`src/design/conv_thresh_pkg.sv`:
```
// constants and types shared by the input threshold configuration block
package conv_thresh_pkg;

    // ------------------------------------------------------------
    // register offsets
    // ------------------------------------------------------------
    localparam logic [7:0] ADDR_SWITCHING_RATE = 8'h33;
    localparam logic [7:0] ADDR_START_THRESH   = 8'h35;
    localparam logic [7:0] ADDR_STOP_THRESH    = 8'h36;

    // ------------------------------------------------------------
    // field layout
    // ------------------------------------------------------------
    localparam int RATE_W  = 2;
    localparam int START_W = 2;
    localparam int STOP_W  = 3;
    localparam int STOP_LEVELS = 6;
    localparam int START_LEVELS = 3;

    localparam logic [7:0] REG_ZERO = 8'h00;

    // ------------------------------------------------------------
    // codes
    // ------------------------------------------------------------
    localparam logic [START_W-1:0] START_CODE_SUPPLY = 2'h3;
    localparam logic [STOP_W-1:0]  STOP_CODE_SUPPLY  = 3'h7;
    localparam logic [STOP_W-1:0]  STOP_CODE_LOW_ALT = 3'h6;
    localparam logic [STOP_W-1:0]  STOP_CODE_LOW     = 3'h0;

    // switching rate in kHz per code
    localparam int RATE_KHZ_W = 11;
    localparam logic [RATE_KHZ_W-1:0] RATE_KHZ_0 = 11'h258;
    localparam logic [RATE_KHZ_W-1:0] RATE_KHZ_1 = 11'h320;
    localparam logic [RATE_KHZ_W-1:0] RATE_KHZ_2 = 11'h3E8;
    localparam logic [RATE_KHZ_W-1:0] RATE_KHZ_3 = 11'h4B0;

    typedef enum logic [2:0]
    {
        MODE_ALWAYS    = 3'h0,
        MODE_HOST_ONLY = 3'h1,
        MODE_PIN_ONLY  = 3'h2,
        MODE_HOST_PIN  = 3'h3
    } on_off_mode_e;

    // ------------------------------------------------------------
    // comparator bundle, all synchronous to clk_i
    // ------------------------------------------------------------
    typedef struct packed
    {
        logic [START_LEVELS-1:0] vin_above_start; // 10 V, 9 V, 8 V
        logic                    vin_above_2p55;
        logic                    bias_above_3p8;
        logic [STOP_LEVELS-1:0]  vin_below_stop;  // 9.5, 8.5, 7.5, 6.5, 5.5, 4.2 V
        logic                    vin_le_2p3;
        logic                    drv_le_3p4;
    } comparators_s;

    typedef struct packed
    {
        logic [RATE_W-1:0]  rate;
        logic [START_W-1:0] start;
        logic [STOP_W-1:0]  stop;
    } thresh_cfg_s;

endpackage : conv_thresh_pkg

```
`src/design/thresh_select.sv`:
```
// picks the active start and stop comparator results from the programmed codes
`timescale 1ns/1ps
`default_nettype none
module thresh_select
    import conv_thresh_pkg::*;
(
    input  wire logic         clk_i,
    input  wire logic         rst_b_i,
    input  wire thresh_cfg_s  cfg_i,
    input  wire comparators_s cmp_i,
    output logic              above_start_o,
    output logic              below_stop_o
);

    // ------------------------------------------------------------
    // start level select
    // ------------------------------------------------------------
    always_ff @(posedge clk_i or negedge rst_b_i)
    begin
        if (!rst_b_i)
            above_start_o <= 1'b0;
        else if (cfg_i.start == START_CODE_SUPPLY)
            above_start_o <= cmp_i.vin_above_2p55 & cmp_i.bias_above_3p8;
        else
            above_start_o <= cmp_i.vin_above_start[cfg_i.start];
    end

    // ------------------------------------------------------------
    // stop level select
    // ------------------------------------------------------------
    always_ff @(posedge clk_i or negedge rst_b_i)
    begin
        if (!rst_b_i)
            below_stop_o <= 1'b0;
        else if (cfg_i.stop == STOP_CODE_SUPPLY)
            below_stop_o <= cmp_i.vin_le_2p3 | cmp_i.drv_le_3p4;
        else if (cfg_i.stop == STOP_CODE_LOW)
            below_stop_o <= cmp_i.vin_below_stop[STOP_CODE_LOW_ALT - 3'h1];
        else
            below_stop_o <= cmp_i.vin_below_stop[cfg_i.stop - 3'h1];
    end

endmodule : thresh_select
`default_nettype wire

```
`src/design/converter_input_threshold_config.sv`:
```
// switching rate and input start/stop threshold registers with undervoltage flag
//
// What this block does
// - The two-bit rate field decodes to 0.6, 0.8, 1.0 or 1.2 MHz for codes 0 to 3.
// - Unused upper bits of the three registers read zero and ignore writes.
// - Fields load from the nonvolatile backup after reset and host writes take effect at once.
// - Start codes 0, 1 and 2 select start levels of 10 V, 9 V and 8 V.
// - Start code 3 permits conversion only with input above 2.55 V and bias above 3.8 V.
// - Conversion may begin only once the input is above the selected start level.
// - After power-on reset the undervoltage flag stays masked until the input first rises above the start level.
// - Once unmasked the flag stays unmasked; pin toggles and store or restore do not remask it.
// - The three-bit stop field decodes to 4.2, 9.5, 8.5, 7.5, 6.5, 5.5 and 4.2 V for codes 0 to 6.
// - Stop code 7 stops conversion when input is at or below 2.3 V or driver supply at or below 3.4 V.
// - With enable met and input below the stop level, conversion turns off and, once unmasked, the undervoltage flag is set.
// - The enable condition follows the mode: always, host only, pin only, or host and pin together.
`timescale 1ns/1ps
`default_nettype none
module converter_input_threshold_config
    import conv_thresh_pkg::*;
(
    input  wire logic                  clk_i,
    input  wire logic                  rst_b_i,
    // register access from the serial engine
    input  wire logic                  reg_wr_i,
    input  wire logic                  reg_rd_i,
    input  wire logic [7:0]            reg_addr_i,
    input  wire logic [7:0]            reg_wdata_i,
    output logic [7:0]                 reg_rdata_o,
    output logic                       reg_rvalid_o,
    // nonvolatile defaults
    input  wire thresh_cfg_s           nvm_cfg_i,
    // enable sources
    input  wire logic [2:0]            on_off_mode_i,
    input  wire logic                  host_on_i,
    input  wire logic                  en_pin_i,
    // analog comparator results
    input  wire comparators_s          cmp_i,
    // status clear from the fault logic
    input  wire logic                  clear_faults_i,
    // outputs to the power stage
    output logic [RATE_W-1:0]          switching_rate_code_o,
    output logic [RATE_KHZ_W-1:0]      switching_rate_khz_o,
    output logic                       conversion_on_o,
    output logic                       input_undervoltage_flag_o
);

    thresh_cfg_s cfg_q;
    logic        load_pending_q;
    logic        unmasked_q;
    logic        above_start;
    logic        below_stop;
    logic        enable_met;
    logic        wr_rate;
    logic        wr_start;
    logic        wr_stop;
    logic        stop_now;
    logic        uv_set;

    // ------------------------------------------------------------
    // decode helpers
    // ------------------------------------------------------------
    function automatic logic [RATE_KHZ_W-1:0] rate_khz(input logic [RATE_W-1:0] code);
        unique case (code)
            2'h0: rate_khz = RATE_KHZ_0;
            2'h1: rate_khz = RATE_KHZ_1;
            2'h2: rate_khz = RATE_KHZ_2;
            2'h3: rate_khz = RATE_KHZ_3;
        endcase
    endfunction : rate_khz

    function automatic logic enable_of(input logic [2:0] mode, input logic host, input logic pin);
        case (mode)
            MODE_ALWAYS:    enable_of = 1'b1;
            MODE_HOST_ONLY: enable_of = host;
            MODE_PIN_ONLY:  enable_of = pin;
            MODE_HOST_PIN:  enable_of = host & pin;
            default:        enable_of = 1'b0;
        endcase
    endfunction : enable_of

    assign enable_met = enable_of(on_off_mode_i, host_on_i, en_pin_i);

    // ------------------------------------------------------------
    // register address decode
    // ------------------------------------------------------------
    function automatic logic addr_is(input logic [7:0] addr, input logic [7:0] offset);
        addr_is = (addr == offset);
    endfunction : addr_is

    function automatic logic [7:0] read_view(input logic [7:0] addr, input thresh_cfg_s cfg);
        if (addr_is(addr, ADDR_SWITCHING_RATE))
            read_view = {{(8-RATE_W){1'b0}}, cfg.rate};
        else if (addr_is(addr, ADDR_START_THRESH))
            read_view = {{(8-START_W){1'b0}}, cfg.start};
        else if (addr_is(addr, ADDR_STOP_THRESH))
            read_view = {{(8-STOP_W){1'b0}}, cfg.stop};
        else
            read_view = REG_ZERO;
    endfunction : read_view

    assign wr_rate  = reg_wr_i && addr_is(reg_addr_i, ADDR_SWITCHING_RATE);
    assign wr_start = reg_wr_i && addr_is(reg_addr_i, ADDR_START_THRESH);
    assign wr_stop  = reg_wr_i && addr_is(reg_addr_i, ADDR_STOP_THRESH);

    // ------------------------------------------------------------
    // configuration registers
    // ------------------------------------------------------------
    always_ff @(posedge clk_i or negedge rst_b_i)
    begin
        if (!rst_b_i)
            load_pending_q <= 1'b1;
        else
            load_pending_q <= 1'b0;
    end

    always_ff @(posedge clk_i or negedge rst_b_i)
    begin
        if (!rst_b_i)
            cfg_q <= '0;
        else if (load_pending_q)
            cfg_q <= nvm_cfg_i;
        else
        begin
            if (wr_rate)
                cfg_q.rate <= reg_wdata_i[RATE_W-1:0];
            if (wr_start)
                cfg_q.start <= reg_wdata_i[START_W-1:0];
            if (wr_stop)
                cfg_q.stop <= reg_wdata_i[STOP_W-1:0];
        end
    end

    // ------------------------------------------------------------
    // read port
    // ------------------------------------------------------------
    always_ff @(posedge clk_i or negedge rst_b_i)
    begin
        if (!rst_b_i)
        begin
            reg_rdata_o  <= REG_ZERO;
            reg_rvalid_o <= 1'b0;
        end
        else
        begin
            reg_rvalid_o <= reg_rd_i;
            if (reg_rd_i)
            begin
                reg_rdata_o <= read_view(reg_addr_i, cfg_q);
            end
        end
    end

    // ------------------------------------------------------------
    // switching rate outputs
    // ------------------------------------------------------------
    always_ff @(posedge clk_i or negedge rst_b_i)
    begin
        if (!rst_b_i)
        begin
            switching_rate_code_o <= '0;
            switching_rate_khz_o  <= RATE_KHZ_0;
        end
        else
        begin
            switching_rate_code_o <= cfg_q.rate;
            switching_rate_khz_o  <= rate_khz(cfg_q.rate);
        end
    end

    // ------------------------------------------------------------
    // threshold comparison
    // ------------------------------------------------------------
    thresh_select u_thresh_select
    (
        .clk_i         (clk_i),
        .rst_b_i       (rst_b_i),
        .cfg_i         (cfg_q),
        .cmp_i         (cmp_i),
        .above_start_o (above_start),
        .below_stop_o  (below_stop)
    );

    // ------------------------------------------------------------
    // stop and flag conditions
    // ------------------------------------------------------------
    assign stop_now = !enable_met || below_stop;
    assign uv_set   = unmasked_q && enable_met && below_stop;

    // ------------------------------------------------------------
    // conversion control
    // ------------------------------------------------------------
    always_ff @(posedge clk_i or negedge rst_b_i)
    begin
        if (!rst_b_i)
            conversion_on_o <= 1'b0;
        else if (stop_now)
            conversion_on_o <= 1'b0;
        else if (above_start)
            conversion_on_o <= 1'b1;
    end

    // ------------------------------------------------------------
    // undervoltage flag and its mask
    // ------------------------------------------------------------
    always_ff @(posedge clk_i or negedge rst_b_i)
    begin
        if (!rst_b_i)
            unmasked_q <= 1'b0;
        else if (above_start)
            unmasked_q <= 1'b1;
    end

    always_ff @(posedge clk_i or negedge rst_b_i)
    begin
        if (!rst_b_i)
            input_undervoltage_flag_o <= 1'b0;
        else if (uv_set)
            input_undervoltage_flag_o <= 1'b1;
        else if (clear_faults_i)
            input_undervoltage_flag_o <= 1'b0;
    end

endmodule : converter_input_threshold_config
`default_nettype wire

```
`config.mk`:
```
export PLATFORM = sky130hd
export DESIGN_NAME = converter_input_threshold_config
export DESIGN_NICKNAME = d
export VERILOG_FILES = /design/src/design/conv_thresh_pkg.sv /design/src/design/thresh_select.sv /design/src/design/converter_input_threshold_config.sv
export SDC_FILE = /design/constraint.sdc
export NUM_CORES = 1
export LEC_CHECK = 0
export ABC_CLOCK_PERIOD_IN_PS = 1700
export BUFFER_PORTS_ARGS = -buffer_cell sky130_fd_sc_hd__buf_2
export CAP_MARGIN = 20
export CORE_MARGIN = 2
export CORE_UTILIZATION = 40
export CTS_CLUSTER_DIAMETER = 100
export DETAILED_ROUTE_END_ITERATION = 10
export HOLD_SLACK_MARGIN = 0.15
export PLACE_DENSITY = 0.79
export SLEW_MARGIN = 10
export SYNTH_ARGS = -nofsm -noshare
export SYNTH_HDL_FRONTEND = slang
export SYNTH_SLANG_ARGS = --single-unit
```
`constraint.sdc`:
```
create_clock -name clk_i -period 1.7 [get_ports clk_i]
set_input_delay 0.085 -clock clk_i [delete_from_list [all_inputs] [get_ports clk_i]]
set_output_delay 0.085 -clock clk_i [all_outputs]
set_load 0.02 [all_outputs]
```
==> results.md <==
* Max Clk Rate at 0.600 GHz
* Starting Density at 41.2%
* Post-synth EDFFs at 0
* Ys async rst share at 100%
* Syn Inst Count at 127
* Post-synth top cells: dfrtp_1 (22), inv_1 (16), buf_4 (9), ha_1 (7)
* Setup TNS at 0 ns
* Worst Skew at 0.00940 ns
* Multiplexer share of the synthesized area at 7.49%
* DRT iter0 DRCs at 42
* Die width at 62.2 um
* Final Critical Period at 1.67 ns
* CTS tree: built
* Via density at 4.62
* Crit Path Category: in -> reg
* Post-synthesis sequential area ratio at 48.4%
* Post-Syn Area at 1350 um2
* I/O pins at 70
* Number of H-tree levels at 1
* Power per standard cell area at 769 nW/um2
* Share of layout cells above drive strength 1 at 37.7%
* Number of synthesized register bits at 26
* # DRC at 0
* Ant diodes at 0
* Count leader, synth: dfrtp_1
* Die Footprint at 3870 um2
* Total grt overflow at 0
* Die Ht at 62.2 um
* Drt total wl at 3020 um
* Max_cap viols at 0
* Leakage at 1.01 nW
* RePlAce Congestion at 0.772
* P&R area growth vs syn at 48.4%
* Critical Path Fanout Max at 4
* Vias in the first global route at 1119
* Core area at 3280 um2
* Post-synthesis compound-gate area fraction at 13.0%
* Pre-Repair DR Iteration Count at 4
* Dominant cells by area after synthesis: dfrtp_1 (41%), dfstp_2 (7.8%), ha_1 (6.5%)
* Largest stage delay, worst path at 0.56 ns
* Fin. Hold Viols at 0
* Top_reg_cell synth: dfrtp_1
* Sink Count at 26
* Worst VDD drop at 0.441 mV
* Clock transition at path regs at 0.15 ns
* Final setup vio count at 0
* Detail Route Antenna Nets at 0
* CP endpoint kind: register
* Synth Area in Simple Gates at 14.6%
* Largest net degree at the start of global routing at 27
* Outcome: finished clean
* Slew Limit Fails at 0
* WP data required at 1.93 ns
* Initial antenna violation count at 0
* PortBufs at 56
* Crit path DAT at 1.90 ns
* Type of origin of the critical path: input port
* RSZ-0062 raised after global routing: false
* Register area at 656 um2
* Max_slew headroom at 62.6%
* Worst-Skew Late Latency at 0.33 ns
* WL/cell at 11.6 um
* Root Buffer: clkbuf_4
* R2R depth at 2
* Fill count at 274
* Yosys cell types at 36
* First-pass GRT wire length at 4930 um
* Worst-Margin Slew at 0.561 ns
* Hold path cells at 4
* Row count at 21
* Gr usage total at 16.0%
* Area occupied by multi-input gates at 613 um2
* Hpwl dp at 2240 um
* Avg Synthesized Cell Area at 10.7 um2
* Min-delay worst type: in -> reg
* Yosys warning total at 0
* Main combinational cell family by area after synthesis: simple AND/OR/NAND/NOR gates
* Crit-path cells: buf_2 -> and4bb_2 -> and4_4 -> mux2_4 -> mux2_2 -> dlygate4sd3_1
* Final period utilization at 98.0%
* Area share of fa/ha/maj cells after synthesis at 6.47%
* Post-route setup slack at 0.0341 ns
* Post-synth top area share at 40.7%
* Yosys top cell by area: dfrtp_1
* Util after Layout at 61.2%
* Post-Synth XOR/XNOR Area at 0%
* Slowest cell on the critical path: dlygate4sd3_1
* Max Buffers Root-to-Sink at 2
* Dpl ws at 0.126 ns
* DR vias at 1206
* Cts bufs inserted at 3
* NumNets Final at 269
## area by class of cell
| class | instances | area share [%] |
|---|---|---|
| clock buffers | 3 | 1.12 |
| multi-input cells | 83 | 30.5 |
| flip-flops and latches | 26 | 32.6 |
| repair buffers | 86 | 28.4 |
| well taps | 46 | 2.86 |
| clock inverters | 1 | 1.49 |
| inverters | 16 | 2.99 |
## flip-flops by register name (all words and copies together), names as in the netlist
signal                         count
switching_rate_khz_o               7
reg_rdata_o                        3
conversion_on_o                    1
cfg_q                              7
unmasked_q                         1
load_pending_q                     1
u_thresh_select.below_stop_o       1
switching_rate_code_o              2
input_undervoltage_flag_o          1
reg_rvalid_o                       1
u_thresh_select.above_start_o      1
## final timing paths
check	from	endpoint	slack, ns
worst min-delay path	reg_addr_i[2]	reg_rdata_o[1]$_DFFE_PN0P_	0.23
min in group asynchronous	rst_b_i	switching_rate_code_o[0]$_DFF_PN0_	0.26
worst max-delay path	reg_addr_i[7]	cfg_q[3]$_DFFE_PN0P_	0.03
worst max register to register	load_pending_q$_DFF_PN1_	cfg_q[3]$_DFFE_PN0P_	0.04
max in group asynchronous	rst_b_i	switching_rate_khz_o[4]$_DFF_PN1_	1.06
worst min register to register	u_thresh_select.below_stop_o$_DFF_PN0_	conversion_on_o$_DFFE_PN0P_	0.45
## timing repair
item | CTS | global route
hold buffers | 26 | 0
hold endpoints to repair | 41 | 0
resized for setup | 0 | 3
buffers inserted | 0 | 2
setup endpoints to repair | 0 | 2
## cell usage in the layout, fill, tap and decap left out, types with 4 or more instances in the layout
cell type,count
conb_1,9
inv_1,16
dlygate4sd3_1,26
o21ai_0,4
or2_2,4
a21oi_1,6
buf_2,56
dfstp_2,4
nor2b_1,6
nand2_1,6
a31oi_1,5
ha_1,6
dfrtp_1,22
buf_4,4
## kinds of logic (layout without fill, tap and decap cells)
| logic type | count (synthesis) | in the layout |
|---|---|---|
| muxes | 7 | 7 |
| and+or+nand+nor | 33 | 33 |
| adders and majority gates | 7 | 7 |
| buffers and inverters | 26 | 106 |
| AOI/OAI and AO/OA | 27 | 27 |
| other | 1 | 9 |
| DFF | 26 | 26 |
## critical path: cells and delay by family
family	cells	cell delay (ns)
buffers and inverters	2	0.66
AND/OR/NAND/NOR	2	0.59
multiplexers	2	0.56
## per-layer routing
layer / GRT usage, % / vias up / routed length, um
li1: - / 595 / -
met1: 18.4 / 556 / 1270
met2: 29.8 / 51 / 1530
met3: 4.53 / 4 / 192
met4: 2.78 / 0 / 23
met5: 0 / - / 0
## power breakdown
group | internal (mW) | leakage (nW) | switching, mW
clock | 0.238 | 0.0279 | 0.191
sequential | 0.685 | 0.302 | 0.0354
combinational | 0.204 | 0.679 | 0.191
## metrics by stage
stage	cells	area, um2	hold WS [ns]	power, mW
finish	261	2010	0.225	1.54
global placement	229	1670	0.0997	1.04
CTS	259	1980	0.218	1.54
floorplan	135	1380	-0.211	0.938
detailed placement	229	1670	0.109	1.05
global route	261	2010	0.267	1.63
(Power assumes the default switching activity.)
